[src/common/rtctl_pkg.sv]
// package for the real-time clock latch and interrupt block
// assumes a single 50 MHz clock and an 8-bit strobed processor bus
package rtctl_pkg;

    // ==========================================================
    // timing
    localparam int unsigned RTCTL_CLOCK_HZ = 50_000_000;
    localparam int unsigned RTCTL_TICK_HZ = 100;

    // ==========================================================
    // register offsets
    localparam logic [4:0] RTCTL_OFS_HUND = 5'h00;
    localparam logic [4:0] RTCTL_OFS_ALARM = 5'h08;
    localparam logic [4:0] RTCTL_OFS_STATUS = 5'h10;
    localparam logic [4:0] RTCTL_OFS_COMMAND = 5'h11;

    // ==========================================================
    // status and mask bit positions
    localparam int RTCTL_ST_ALARM = 0;
    localparam int RTCTL_ST_HUND = 1;
    localparam int RTCTL_ST_TENTH = 2;
    localparam int RTCTL_ST_SEC = 3;
    localparam int RTCTL_ST_MIN = 4;
    localparam int RTCTL_ST_HOUR = 5;
    localparam int RTCTL_ST_DAY = 6;
    localparam int RTCTL_ST_IRQ = 7;

    // command bit positions
    localparam int RTCTL_CMD_RUN = 3;
    localparam int RTCTL_CMD_IE = 4;
    localparam int RTCTL_CMD_TEST = 5;

    // alarm byte bit that leaves a field other than hundredths out of the compare
    localparam int RTCTL_ALM_MASK = 7;

    // ==========================================================
    // reset values
    localparam logic [7:0] RTCTL_CMD_RST = 8'h00;
    localparam logic [7:0] RTCTL_MASK_RST = 8'h00;
    localparam logic [7:0] RTCTL_STATUS_RST = 8'h00;
    localparam logic [7:0] RTCTL_ALARM_RST = 8'h00;
    localparam logic [15:0] RTCTL_BUS_RST = 16'he000;

    // ==========================================================
    // counter limits
    localparam logic [7:0] RTCTL_HUND_MAX = 8'h63;
    localparam logic [7:0] RTCTL_SEC_MAX = 8'h3b;
    localparam logic [7:0] RTCTL_HOUR_MAX = 8'h17;
    localparam logic [7:0] RTCTL_DAY_MAX = 8'h06;
    localparam logic [7:0] RTCTL_MONTH_MAX = 8'h0c;
    localparam logic [7:0] RTCTL_YEAR_MAX = 8'h63;

    // ==========================================================
    // carriers: field k of the time sits at bits 8k+7..8k (address k)
    typedef struct packed {
        logic [7:0] day;
        logic [7:0] year;
        logic [7:0] date;
        logic [7:0] month;
        logic [7:0] sec;
        logic [7:0] min;
        logic [7:0] hour;
        logic [7:0] hund;
    } rtctl_time_t;

    localparam rtctl_time_t RTCTL_TIME_RST = '{8'h00, 8'h00, 8'h01, 8'h01,
                                              8'h00, 8'h00, 8'h00, 8'h00};

    typedef struct packed {
        logic cs_n;
        logic rd_n;
        logic wr_n;
        logic [4:0] addr;
        logic [7:0] data;
    } rtctl_bus_t;

endpackage

[src/hw/rtctl_core.sv]
// real-time clock counters, read snapshot latch, alarm and interrupts
// assumes a processor on cs_n/rd_n/wr_n strobes with 5-bit address
// Operation
// - reading hundredths copies the seven other counters into the snapshot latch
// - hundredths value is returned live and never latched
// - the seven counters read from the latch until hundredths is read again
// - alarm storage reads return stored contents directly
// - status records which counters incremented since the last status read
// - increment status bits set regardless of mask settings
// - each status read clears the register right after returning it
// - status bit 7 set when an interrupt was raised since last read
// - alarm interrupt also sets status bit 0
// - interrupt output stays on until status is read
// - periodic interrupt needs enable bit 4 and a mask bit 1 to 6
// - periodic interrupt fires on each increment of an enabled counter
// - alarm interrupt needs enable bit 4 and mask bit 0
// - an exact alarm match with enable bit 4 and mask bit 0 set sets status bits 0 and 7 and drives output
// - masked alarm fields other than hundredths match every value
// - masked hundredths alarm field acts as zero
// - mask value 08 hex selects the one-second periodic interrupt
module rtctl_core
    import rtctl_pkg::*;
#(
    parameter int unsigned CLOCK_HZ = RTCTL_CLOCK_HZ,
    parameter int unsigned TICK_DIV = CLOCK_HZ / RTCTL_TICK_HZ
) (
    // clock and reset
    input wire logic clock,
    input wire logic reset_n,
    // processor bus
    input wire logic cs_n,
    input wire logic rd_n,
    input wire logic wr_n,
    input wire logic [4:0] addr,
    input wire logic [7:0] data_in,
    output logic [7:0] data_out,
    output logic data_oe_n,
    // open-drain interrupt pin
    input wire logic irq_in,
    output logic irq_out,
    output logic irq_oe_n
);
    rtctl_bus_t bus_pin;
    rtctl_bus_t s_bus;
    logic rd_act, wr_act, rd_prev_reg, wr_prev_reg;
    logic rd_start, rd_end, wr_start;
    logic [4:0] rd_addr_reg;
    logic [31:0] div_reg;
    logic tick_raw, tick_pend_reg, apply;
    logic [7:0] cmd_reg, mask_reg, status_reg, set_vec;
    logic [7:0] data_reg;
    rtctl_time_t time_reg, time_next, latch_reg, alarm_reg;
    logic [6:1] incr;
    logic [7:0] fld_match;
    logic alarm_hit, alarm_fire, periodic_fire, irq_event, irq_reg;
    logic status_clr, snap;

    // ==========================================================
    // pin synchronisation and strobe edges
    assign bus_pin = '{cs_n, rd_n, wr_n, addr, data_in};

    rtctl_sync #(.WIDTH(16), .RST_VAL(RTCTL_BUS_RST)) u_sync (
        .clock(clock),
        .reset_n(reset_n),
        .pin_in(bus_pin),
        .sync_out(s_bus)
    );

    assign rd_act = !s_bus.cs_n && !s_bus.rd_n;
    assign wr_act = !s_bus.cs_n && !s_bus.wr_n;
    assign rd_start = rd_act && !rd_prev_reg;
    assign rd_end = !rd_act && rd_prev_reg;
    assign wr_start = wr_act && !wr_prev_reg;
    assign snap = rd_start && (s_bus.addr == RTCTL_OFS_HUND);
    assign status_clr = rd_end && (rd_addr_reg == RTCTL_OFS_STATUS);

    always_ff @(posedge clock or negedge reset_n) begin
        if (!reset_n) begin
            rd_prev_reg <= 1'b0;
            wr_prev_reg <= 1'b0;
            rd_addr_reg <= 5'h00;
        end else begin
            rd_prev_reg <= rd_act;
            wr_prev_reg <= wr_act;
            if (rd_start) begin
                rd_addr_reg <= s_bus.addr;
            end
        end
    end

    // ==========================================================
    // 100 Hz tick; held back during a read or a counter write
    always_ff @(posedge clock or negedge reset_n) begin
        if (!reset_n) begin
            div_reg <= 32'h0000_0000;
        end else if (div_reg >= TICK_DIV - 1) begin
            div_reg <= 32'h0000_0000;
        end else begin
            div_reg <= div_reg + 32'h0000_0001;
        end
    end

    assign tick_raw = cmd_reg[RTCTL_CMD_RUN] &&
                      (cmd_reg[RTCTL_CMD_TEST] || div_reg >= TICK_DIV - 1);
    assign apply = tick_pend_reg && !rd_act && !(wr_start && s_bus.addr < RTCTL_OFS_ALARM);

    always_ff @(posedge clock or negedge reset_n) begin
        if (!reset_n) begin
            tick_pend_reg <= 1'b0;
        end else if (tick_raw) begin
            tick_pend_reg <= 1'b1;
        end else if (apply) begin
            tick_pend_reg <= 1'b0;
        end
    end

    // ==========================================================
    // counter step and increment flags
    function automatic logic [7:0] days_in(input logic [7:0] month, input logic [7:0] year);
        case (month)
            8'h02: days_in = (year[1:0] == 2'b00) ? 8'h1d : 8'h1c;
            8'h04, 8'h06, 8'h09, 8'h0b: days_in = 8'h1e;
            default: days_in = 8'h1f;
        endcase
    endfunction

    always_comb begin
        time_next = time_reg;
        incr = '0;
        incr[RTCTL_ST_HUND] = 1'b1;
        incr[RTCTL_ST_TENTH] = ((time_reg.hund % 8'h0a) == 8'h09);
        time_next.hund = (time_reg.hund == RTCTL_HUND_MAX) ? 8'h00 : time_reg.hund + 8'h01;
        if (time_reg.hund == RTCTL_HUND_MAX) begin
            incr[RTCTL_ST_SEC] = 1'b1;
            time_next.sec = (time_reg.sec == RTCTL_SEC_MAX) ? 8'h00 : time_reg.sec + 8'h01;
            if (time_reg.sec == RTCTL_SEC_MAX) begin
                incr[RTCTL_ST_MIN] = 1'b1;
                time_next.min = (time_reg.min == RTCTL_SEC_MAX) ? 8'h00 : time_reg.min + 8'h01;
                if (time_reg.min == RTCTL_SEC_MAX) begin
                    incr[RTCTL_ST_HOUR] = 1'b1;
                    time_next.hour = (time_reg.hour == RTCTL_HOUR_MAX) ? 8'h00 :
                                     time_reg.hour + 8'h01;
                    if (time_reg.hour == RTCTL_HOUR_MAX) begin
                        incr[RTCTL_ST_DAY] = 1'b1;
                        time_next.day = (time_reg.day == RTCTL_DAY_MAX) ? 8'h00 :
                                        time_reg.day + 8'h01;
                        time_next.date = time_reg.date + 8'h01;
                        if (time_reg.date >= days_in(time_reg.month, time_reg.year)) begin
                            time_next.date = 8'h01;
                            time_next.month = time_reg.month + 8'h01;
                            if (time_reg.month >= RTCTL_MONTH_MAX) begin
                                time_next.month = 8'h01;
                                time_next.year = (time_reg.year == RTCTL_YEAR_MAX) ? 8'h00 :
                                                 time_reg.year + 8'h01;
                            end
                        end
                    end
                end
            end
        end
    end

    // ==========================================================
    // time counters and alarm storage
    always_ff @(posedge clock or negedge reset_n) begin
        if (!reset_n) begin
            time_reg <= RTCTL_TIME_RST;
        end else if (wr_start && s_bus.addr < RTCTL_OFS_ALARM) begin
            time_reg[{s_bus.addr[2:0], 3'b000} +: 8] <= s_bus.data;
        end else if (apply) begin
            time_reg <= time_next;
        end
    end

    always_ff @(posedge clock or negedge reset_n) begin
        if (!reset_n) begin
            alarm_reg <= {8{RTCTL_ALARM_RST}};
        end else if (wr_start && s_bus.addr[4:3] == 2'b01) begin
            alarm_reg[{s_bus.addr[2:0], 3'b000} +: 8] <= s_bus.data;
        end
    end

    // ==========================================================
    // snapshot latch of the seven counters other than hundredths
    always_ff @(posedge clock or negedge reset_n) begin
        if (!reset_n) begin
            latch_reg <= RTCTL_TIME_RST;
        end else if (snap) begin
            latch_reg <= time_reg;
        end
    end

    // ==========================================================
    // command and mask registers
    always_ff @(posedge clock or negedge reset_n) begin
        if (!reset_n) begin
            cmd_reg <= RTCTL_CMD_RST;
            mask_reg <= RTCTL_MASK_RST;
        end else if (wr_start) begin
            if (s_bus.addr == RTCTL_OFS_COMMAND) begin
                cmd_reg <= s_bus.data;
            end
            if (s_bus.addr == RTCTL_OFS_STATUS) begin
                mask_reg <= s_bus.data;
            end
        end
    end

    // ==========================================================
    // alarm compare on the value being loaded by the tick
    genvar k;
    generate
        for (k = 0; k < 8; k++) begin : g_cmp
            logic [7:0] a_b, t_b;
            assign a_b = alarm_reg[8*k +: 8];
            assign t_b = time_next[8*k +: 8];
            if (k == 0) begin : g_hund
                assign fld_match[k] = a_b[RTCTL_ALM_MASK] ? (t_b == 8'h00) :
                                      (a_b[6:0] == t_b[6:0]);
            end else begin : g_other
                assign fld_match[k] = a_b[RTCTL_ALM_MASK] || (a_b[6:0] == t_b[6:0]);
            end
        end
    endgenerate

    assign alarm_hit = apply && (&fld_match);
    assign alarm_fire = alarm_hit && cmd_reg[RTCTL_CMD_IE] && mask_reg[RTCTL_ST_ALARM];
    // mask bit 3 pairs with the seconds increment
    assign periodic_fire = apply && cmd_reg[RTCTL_CMD_IE] &&
                           (|(mask_reg[6:1] & incr));
    assign irq_event = periodic_fire || alarm_fire;

    // ==========================================================
    // status register: new events win over the read clear
    always_comb begin
        set_vec = 8'h00;
        if (apply) begin
            set_vec[6:1] = incr;
        end
        set_vec[RTCTL_ST_ALARM] = alarm_fire;
        set_vec[RTCTL_ST_IRQ] = irq_event;
    end

    always_ff @(posedge clock or negedge reset_n) begin
        if (!reset_n) begin
            status_reg <= RTCTL_STATUS_RST;
        end else begin
            status_reg <= set_vec | (status_clr ? 8'h00 : status_reg);
        end
    end

    always_ff @(posedge clock or negedge reset_n) begin
        if (!reset_n) begin
            irq_reg <= 1'b0;
        end else if (irq_event) begin
            irq_reg <= 1'b1;
        end else if (status_clr) begin
            irq_reg <= 1'b0;
        end
    end

    assign irq_out = 1'b0;
    assign irq_oe_n = !irq_reg;

    // ==========================================================
    // read data, captured at the start of the read strobe
    always_ff @(posedge clock or negedge reset_n) begin
        if (!reset_n) begin
            data_reg <= 8'h00;
        end else if (rd_start) begin
            if (s_bus.addr == RTCTL_OFS_HUND) begin
                data_reg <= time_reg.hund;
            end else if (s_bus.addr < RTCTL_OFS_ALARM) begin
                data_reg <= latch_reg[{s_bus.addr[2:0], 3'b000} +: 8];
            end else if (s_bus.addr[4:3] == 2'b01) begin
                data_reg <= alarm_reg[{s_bus.addr[2:0], 3'b000} +: 8];
            end else if (s_bus.addr == RTCTL_OFS_STATUS) begin
                data_reg <= status_reg;
            end else if (s_bus.addr == RTCTL_OFS_COMMAND) begin
                data_reg <= cmd_reg;
            end else begin
                data_reg <= 8'h00;
            end
        end
    end

    assign data_out = data_reg;
    assign data_oe_n = !(rd_act && rd_prev_reg);
endmodule

[src/hw/rtctl_sync.sv]
// three-stage pin synchroniser, one lane per bit
// assumes the inputs are asynchronous to clock
module rtctl_sync #(
    parameter int WIDTH = 16,
    parameter logic [WIDTH-1:0] RST_VAL = '0
) (
    // clock and reset
    input wire logic clock,
    input wire logic reset_n,
    // lanes
    input wire logic [WIDTH-1:0] pin_in,
    output logic [WIDTH-1:0] sync_out
);
    logic [WIDTH-1:0] s1_reg;
    logic [WIDTH-1:0] s2_reg;
    logic [WIDTH-1:0] s3_reg;

    // ==========================================================
    // shift chain
    always_ff @(posedge clock or negedge reset_n) begin
        if (!reset_n) begin
            s1_reg <= RST_VAL;
            s2_reg <= RST_VAL;
            s3_reg <= RST_VAL;
        end else begin
            s1_reg <= pin_in;
            s2_reg <= s1_reg;
            s3_reg <= s2_reg;
        end
    end

    // ==========================================================
    // a lane changes only where stages two and three agree
    always_ff @(posedge clock or negedge reset_n) begin
        if (!reset_n) begin
            sync_out <= RST_VAL;
        end else begin
            sync_out <= (s2_reg & s3_reg) | (sync_out & (s2_reg ^ s3_reg));
        end
    end
endmodule

[config.mk]
export PLATFORM = sky130hd
export DESIGN_NAME = rtctl_core
export DESIGN_NICKNAME = d
export VERILOG_FILES = /design/src/common/rtctl_pkg.sv /design/src/hw/rtctl_core.sv /design/src/hw/rtctl_sync.sv
export SDC_FILE = /design/constraint.sdc
export NUM_CORES = 1
export LEC_CHECK = 0
export ABC_CLOCK_PERIOD_IN_PS = 6050
export BUFFER_PORTS_ARGS = -buffer_cell sky130_fd_sc_hd__buf_2
export CAP_MARGIN = 20
export CORE_MARGIN = 5
export CORE_UTILIZATION = 60
export DETAILED_ROUTE_END_ITERATION = 12
export GPL_TIMING_DRIVEN = 0
export PLACE_DENSITY = 0.77
export SLEW_MARGIN = 10
export SYNTH_ARGS = -nofsm -noshare
export SYNTH_HDL_FRONTEND = slang
export SYNTH_SLANG_ARGS = --single-unit
[constraint.sdc]
create_clock -name clock -period 6.05 [get_ports clock]
set_input_delay 1.21 -clock clock [delete_from_list [all_inputs] [get_ports clock]]
set_output_delay 1.21 -clock clock [all_outputs]
set_load 0.02 [all_outputs]
Word level (Yosys, flattened, before mapping)
Index checks and enable logic that the tools add are counted.
- logic and storage cells: 195
- input bits: 19
- register bits after elaboration: 328
- output and inout port bits: 11
- reduce and logical (&&, ||, !) cells: 59
- add/sub/neg operators: 10
- bitwise gates (word level): 6
- eq/ne operators: 24
- shift operators: 4
- divide/modulo/power cells: 1
- mux-type cells: 42
- magnitude comparators: 4
- operators by type and width (operator ; count):
    8-bit 2-to-1 mux ; 19
    64-bit bitwise mux ; 2
    32-bit 2-to-1 mux ; 4
    64-bit 2-to-1 mux ; 2
    64-bit by 7-bit variable part select with 8-bit output ; 2
    8-bit by 1-bit adder with 8-bit output, second input constant ; 8
    8-bit by 8-bit variable shift with 64-bit output, first input constant ; 1
    8-bit by 8-bit variable part select with 64-bit output ; 1
    7-bit equality test ; 8
    56-bit 2-to-1 mux ; 1
    32-bit by 1-bit adder with 32-bit output, second input constant ; 1
    16-bit bitwise AND ; 2
    32-bit by 19-bit greater-or-equal comparator with 1-bit output, second input constant ; 1
    8-bit by 3-bit equality test with 1-bit output, second input constant ; 3
    8-bit by 4-bit equality test with 1-bit output, second input constant ; 3
    24-bit 2-to-1 mux ; 1
    1-bit logical AND ; 18
    2-bit nonzero test ; 9
    8-bit by 6-bit equality test with 1-bit output, second input constant ; 2
    8-bit by 7-bit equality test with 1-bit output, second input constant ; 2
    16-bit 2-to-1 mux ; 1
    16-bit bitwise OR ; 1
    16-bit bitwise XOR ; 1
    5-bit equality test, second input constant ; 3
    other kinds (30) ; 54

Logic depth before layout (Yosys ltp)
- depth in word-level cells: 21
- mapped depth: 16
- gate-level depth less buffers: 16

By module
From an unflattened synthesis, not the netlist that was laid out.
- cells, all modules: 1615
- area, all modules: 17190.2 µm²
- by module, submodules not included (module ; instances ; cells an instance ; seq. area each (µm²) ; area an instance (µm²)):
    rtctl_core ; 1 ; 1519 ; 6611.3 ; 15253.4
    rtctl_sync ; 1 ; 96 ; 1616.6 ; 1936.9

Worst setup path after synthesis
No wires, ideal clock.
- path kind: flip-flop to flip-flop
- from: reg time_reg[32] in the netlist's numbering
- to: reg irq_reg
- period minus slack after synthesis: 3.468 ns
- buffers on the path: 0
- data arrival time: 3.391 ns
- stages on the path, launching flop included: 17
- slack: 2.582 ns
- library setup time: 0.077 ns
- data required time: 5.973 ns
- cell sequence: dfstp_2 inv_1 ha_1 nor2b_1 nor3_1 a21oi_1 nand3_1 ha_1 nand2b_1 a211oi_1 or4_1 or2_2 o31ai_1 xor2_1 o41ai_2 nand4_1 o21ai_1
- longest elaborated chain between the ends: 21
- elaborated cells between the ends (all ways): 34
- those cells by class: 1 x add/sub; 2 x order compare; 8 x eq/ne; 13 x mux; 10 x reduce/logical
- RTL lines (item ; line ; text):
    from (decl) ; rtctl_core.sv:52 ; rtctl_time_t time_reg, time_next, latch_reg, alarm_reg;
    from (signal, indexed assignment) ; rtctl_core.sv:169 ; time_reg[{s_bus.addr[2:0], 3'b000} +: 8] <= s_bus.data;
    from (signal assigned) ; rtctl_core.sv:171 ; time_reg <= time_next;
    8-bit by 3-bit equality test with 1-bit output or 8-bit by 4-bit equality test with 1-bit output (tied branches) ; rtctl_core.sv:120 ; case (month)
    4-bit OR reduction ; rtctl_core.sv:120 ;
    2-bit one-hot mux with 2 select lines ; rtctl_core.sv:120 ;
    8-bit 2-to-1 mux ; rtctl_core.sv:143 ; if (time_reg.hour == RTCTL_HOUR_MAX) begin
    8-bit 2-to-1 mux ; rtctl_core.sv:139 ; if (time_reg.min == RTCTL_SEC_MAX) begin
    8-bit 2-to-1 mux ; rtctl_core.sv:136 ; if (time_reg.sec == RTCTL_SEC_MAX) begin
    8-bit 2-to-1 mux ; rtctl_core.sv:133 ; if (time_reg.hund == RTCTL_HUND_MAX) begin
    8-bit greater-or-equal comparator ; rtctl_core.sv:148 ; if (time_reg.date >= days_in(time_reg.month, time_reg.year)) begin
    [... 4 more ...] ; n/a ;
    56-bit 2-to-1 mux (*) ; rtctl_core.sv:133 ;
    7-bit equality test ; rtctl_core.sv:221 ; assign fld_match[k] = a_b[RTCTL_ALM_MASK] || (a_b[6:0] == t_b[6:0]);
    1-bit logical OR ; rtctl_core.sv:221 ;
    8-bit AND reduction (*) ; rtctl_core.sv:226 ; assign alarm_hit = apply && (&fld_match);
    1-bit logical AND (*) ; rtctl_core.sv:226 ;
    1-bit logical AND (*) (2 in series) ; rtctl_core.sv:227 ; assign alarm_fire = alarm_hit && cmd_reg[RTCTL_CMD_IE] && mask_reg[RTCTL_ST_ALARM];
    1-bit logical OR (*) ; rtctl_core.sv:231 ; assign irq_event = periodic_fire || alarm_fire;
    1-bit 2-to-1 mux or 2-bit nonzero test (tied branches) ; n/a ;
    to (signal assigned) ; rtctl_core.sv:254 ; irq_reg <= 1'b0;
    to (signal assigned) ; rtctl_core.sv:256 ; irq_reg <= 1'b1;
    to (signal assigned) ; rtctl_core.sv:258 ; irq_reg <= 1'b0;
    to (decl) ; rtctl_core.sv:55 ; logic alarm_hit, alarm_fire, periodic_fire, irq_event, irq_reg;
Every way passes the cells marked *; elsewhere a longest branch is shown, timed or not. The select of a mux whose other input is x is not followed.
A chain may end at the register's enable or synchronous reset.

Worst setup path after layout
- from: reg time_reg[1] in the netlist's numbering
- to: reg irq_reg
- longest elaborated chain between the ends: 10
- elaborated cells between the ends (all ways): 34
- those cells by class: 1 x add/sub; 1 x div; 10 x eq/ne; 5 x mux; 1 x bitwise; 16 x reduce/logical
- RTL lines (item ; line):
    parallel branches: the longest is 8 deep, another holds 8-bit by 4-bit remainder unit with 8-bit output ; n/a
    1-bit logical OR (*) ; rtctl_core.sv:231
    1-bit 2-to-1 mux or 2-bit nonzero test (tied branches) ; n/a
Every way passes the cells marked *. The select of a mux whose other input is x is not followed.

==> metrics.cfg <==
[layout]
drive_above_1_share_pct=13.3
area_growth_pct=11.2
postLayoutCoreUtil_pct=67.1
fill_cells=2303
finalNonFillerCells=2221
nNetsFinal=1869

[routing]
ant_nets=0
via_per_inst=6.67
drt_iter0_drc=2159
wl_per_cell_um=24.8
firstDrtPassIters=6
drt-total-wl_um=55000
routed-via-count=14818
drc=0

[die]
std_cell_rows=62
fp.dieH_um=179
dieArea_sq_um=32200
coreArea_sq_um=28500
start_util_pct=60.4
die_w_um=179
pin_count=30

[synth]
netlist-cell-type-count=86
synth-edff-count=0
yosysMostFrequentCell=nand2_1
synthTopCellsByArea=dfrtp_1 (45%), nand2_1 (6.9%), mux2_2 (5.3%)
synth_top_area_share_pct=45.3
ys_top_cells_by_count=nand2_1 (319), dfrtp_1 (312), o21ai_0 (113)
syn_inst=1728
ys_ff_latch=328
synth_ff_type=dfrtp_1
syn_area_per_cell_sq_um=9.97
netlist_area_sq_um=17200
synth_top_area_cell=dfrtp_1
yosysSeqAreaShare_pct=47.8
async_flop_share_pct=100
yosys_warnings=0

[placement]
port_buffers=27
gp_congestion=1.05
placed_cells=2158
dp_slack_ns=1.47
dp_hpwl_um=39100

[critical_path]
reg2reg_depth=10
start_kind=flop
worstPathMaxFanout=11
critPathKind=reg -> reg
worst_r2r_startpoint=time_reg[1]
regToRegSetupSlack_ns=0.95
arrival_ns=5.55
critPathCaptureType=flop
cp.required_ns=6.50
worst_r2r_endpoint=irq_reg

[clocking]
cts_setup_buffers=0
cts_buffers=36
clock_path_buffers=3
cts.clk_slew.worst_paths_ns=0.06
cts_root_buf=clkbuf_16
clk_latency_ns=0.53
htreeDepth=2
cts_repair_resize_count=0
cts.sinks=328
postCtsHoldBufs=0
cts_tree=built

[global_route]
met1_usage_pct=45.9
grt_max_degree=115
grt_overflow=0
top_usage_layer=met2
antenna_found_initial=1
grt_pass1_wl_um=84600
met2_usage_pct=49.5
track_usage_pct=33.5
grt_pass1_vias=14480
grt_util_met3_pct=9.09

[run]
maxCapViolCount=0

[sta]
final-setup-viol-count=0
period_share_pct=84.3
worst_slack_ns=0.950
post-route-min-period_ns=5.10
drv_slew=0
tns_ns=0
tightest_slew_ns=1.19
skew_ns=0.0223
fmax_mhz=196
maxSlewHeadroom_pct=21.0
hold_viol=0
rsz0062_at_grt=false

[status]
status=finished, final reports clean

[power]
cellPowerDensity_nw_per_um2=379
p_leak_nw=8.44
ir_worst_vdd_uv=278
sw_frac_of_total_pct=36.1
p_seq_share_pct=41.4
pwr-share-clk_pct=29.4
p_int_w=0.00464
comb_power_share_pct=29.3
netSwitchingPower_w=0.00262

[worst_hold_path]
hold_end=u_sync.s2_reg[6]
holdPathStages=0
min_path_type=reg -> reg
hp-start=u_sync.s1_reg[6]

==> metrics by stage <==
| stage | area (sq um) | total power, W | hold slack [ns] |
|---|---|---|---|
| final | 19200 | 0.00727 | 0.348 |
| after detailed placement | 18000 | 0.00506 | 0.336 |
| after CTS | 19200 | 0.00719 | 0.350 |
| after floorplan | 17300 | 0.00429 | 0.331 |
| after global routing | 19200 | 0.00756 | 0.360 |
| after global placement | 17900 | 0.00498 | 0.333 |
==> worst max-delay path by stage <==
stage	to	cells after the start	slack [ns]	from
global route	irq_reg	11	0.88	time_reg[1]
finish	irq_reg	10	0.95	time_reg[1]
floorplan	irq_reg	16	2.58	time_reg[32]
global placement	u_sync.s2_reg[3]	1	-2.27	reset_n
CTS	irq_reg	10	1.29	time_reg[1]
detailed placement	irq_reg	11	1.47	time_reg[1]
==> cells in the final DEF (no fill, tap or decap), types with 18 or more instances in the layout <==
cell | Yosys | layout
nand2_1 | 319 | 319
dfrtp_1 | 312 | 312
o21ai_0 | 113 | 113
nor2_1 | 101 | 101
clkbuf_1 | 89 | 100
mux2_2 | 81 | 81
nand3_1 | 54 | 54
a21oi_1 | 53 | 53
xnor2_1 | 39 | 39
nor3_1 | 38 | 38
ha_1 | 38 | 38
clkbuf_16 | 0 | 36
xor2_1 | 35 | 35
inv_1 | 33 | 33
buf_2 | 7 | 33
mux4_2 | 32 | 32
mux2i_1 | 28 | 28
and3_1 | 25 | 25
a21o_1 | 22 | 22
nor4_1 | 21 | 18
==> logic make-up (layout without fill, tap and decap cells) <==
logic type | Yosys count | in the layout | share of synthesized area (%)
buffers and inverters | 143 | 238 | 3.33
other | 1 | 15 | 0.0218
flip-flops | 328 | 328 | 47.8
AND/OR/NAND/NOR | 655 | 655 | 17.9
XOR/XNOR | 74 | 74 | 3.76
adder cells (fa/ha/maj) | 38 | 38 | 2.76
multiplexers | 142 | 142 | 11.2
AO/OA/AOI/OAI | 347 | 347 | 13.3
==> area by class of cell <==
class,count,area [sq um],area share [%]
clock buffers,52,1010,5.28
well taps,384,480,2.51
inverters,34,128,0.666
repair buffers,33,258,1.34
clock inverters,10,115,0.601
plain buffers,109,445,2.32
flip-flops and latches,328,8230,42.9
multi-input cells,1270,8500,44.3
diodes,1,2.50,0.0131
==> critical path, stage by stage, from the launching register on <==
cell	delay [ns]
dfrtp_1	0.55
ha_1	0.41
nor4bb_1	0.61
nand4_1	0.71
or4_1	0.77
xnor2_1	0.19
a2111oi_0	0.63
a41oi_1	0.28
nor3_1	0.35
nand4_1	0.30
o21ai_1	0.21
==> per-layer routing <==
layer	up-vias	share of wire [%]
li1	6368	-
met3	231	12
met1	7225	38
met5	-	0
met2	994	43
met4	0	6.0
==> power groups by stage <==
stage               Combinational, W  Sequential (W)  Clock, W
global route                 0.00228         0.00303   0.00225
floorplan                    0.00142         0.00287         0
global placement             0.00199         0.00300         0
detailed placement           0.00205         0.00301         0
CTS                          0.00207         0.00298   0.00215
finish                       0.00213         0.00301   0.00214
(Power assumes the default switching activity.)
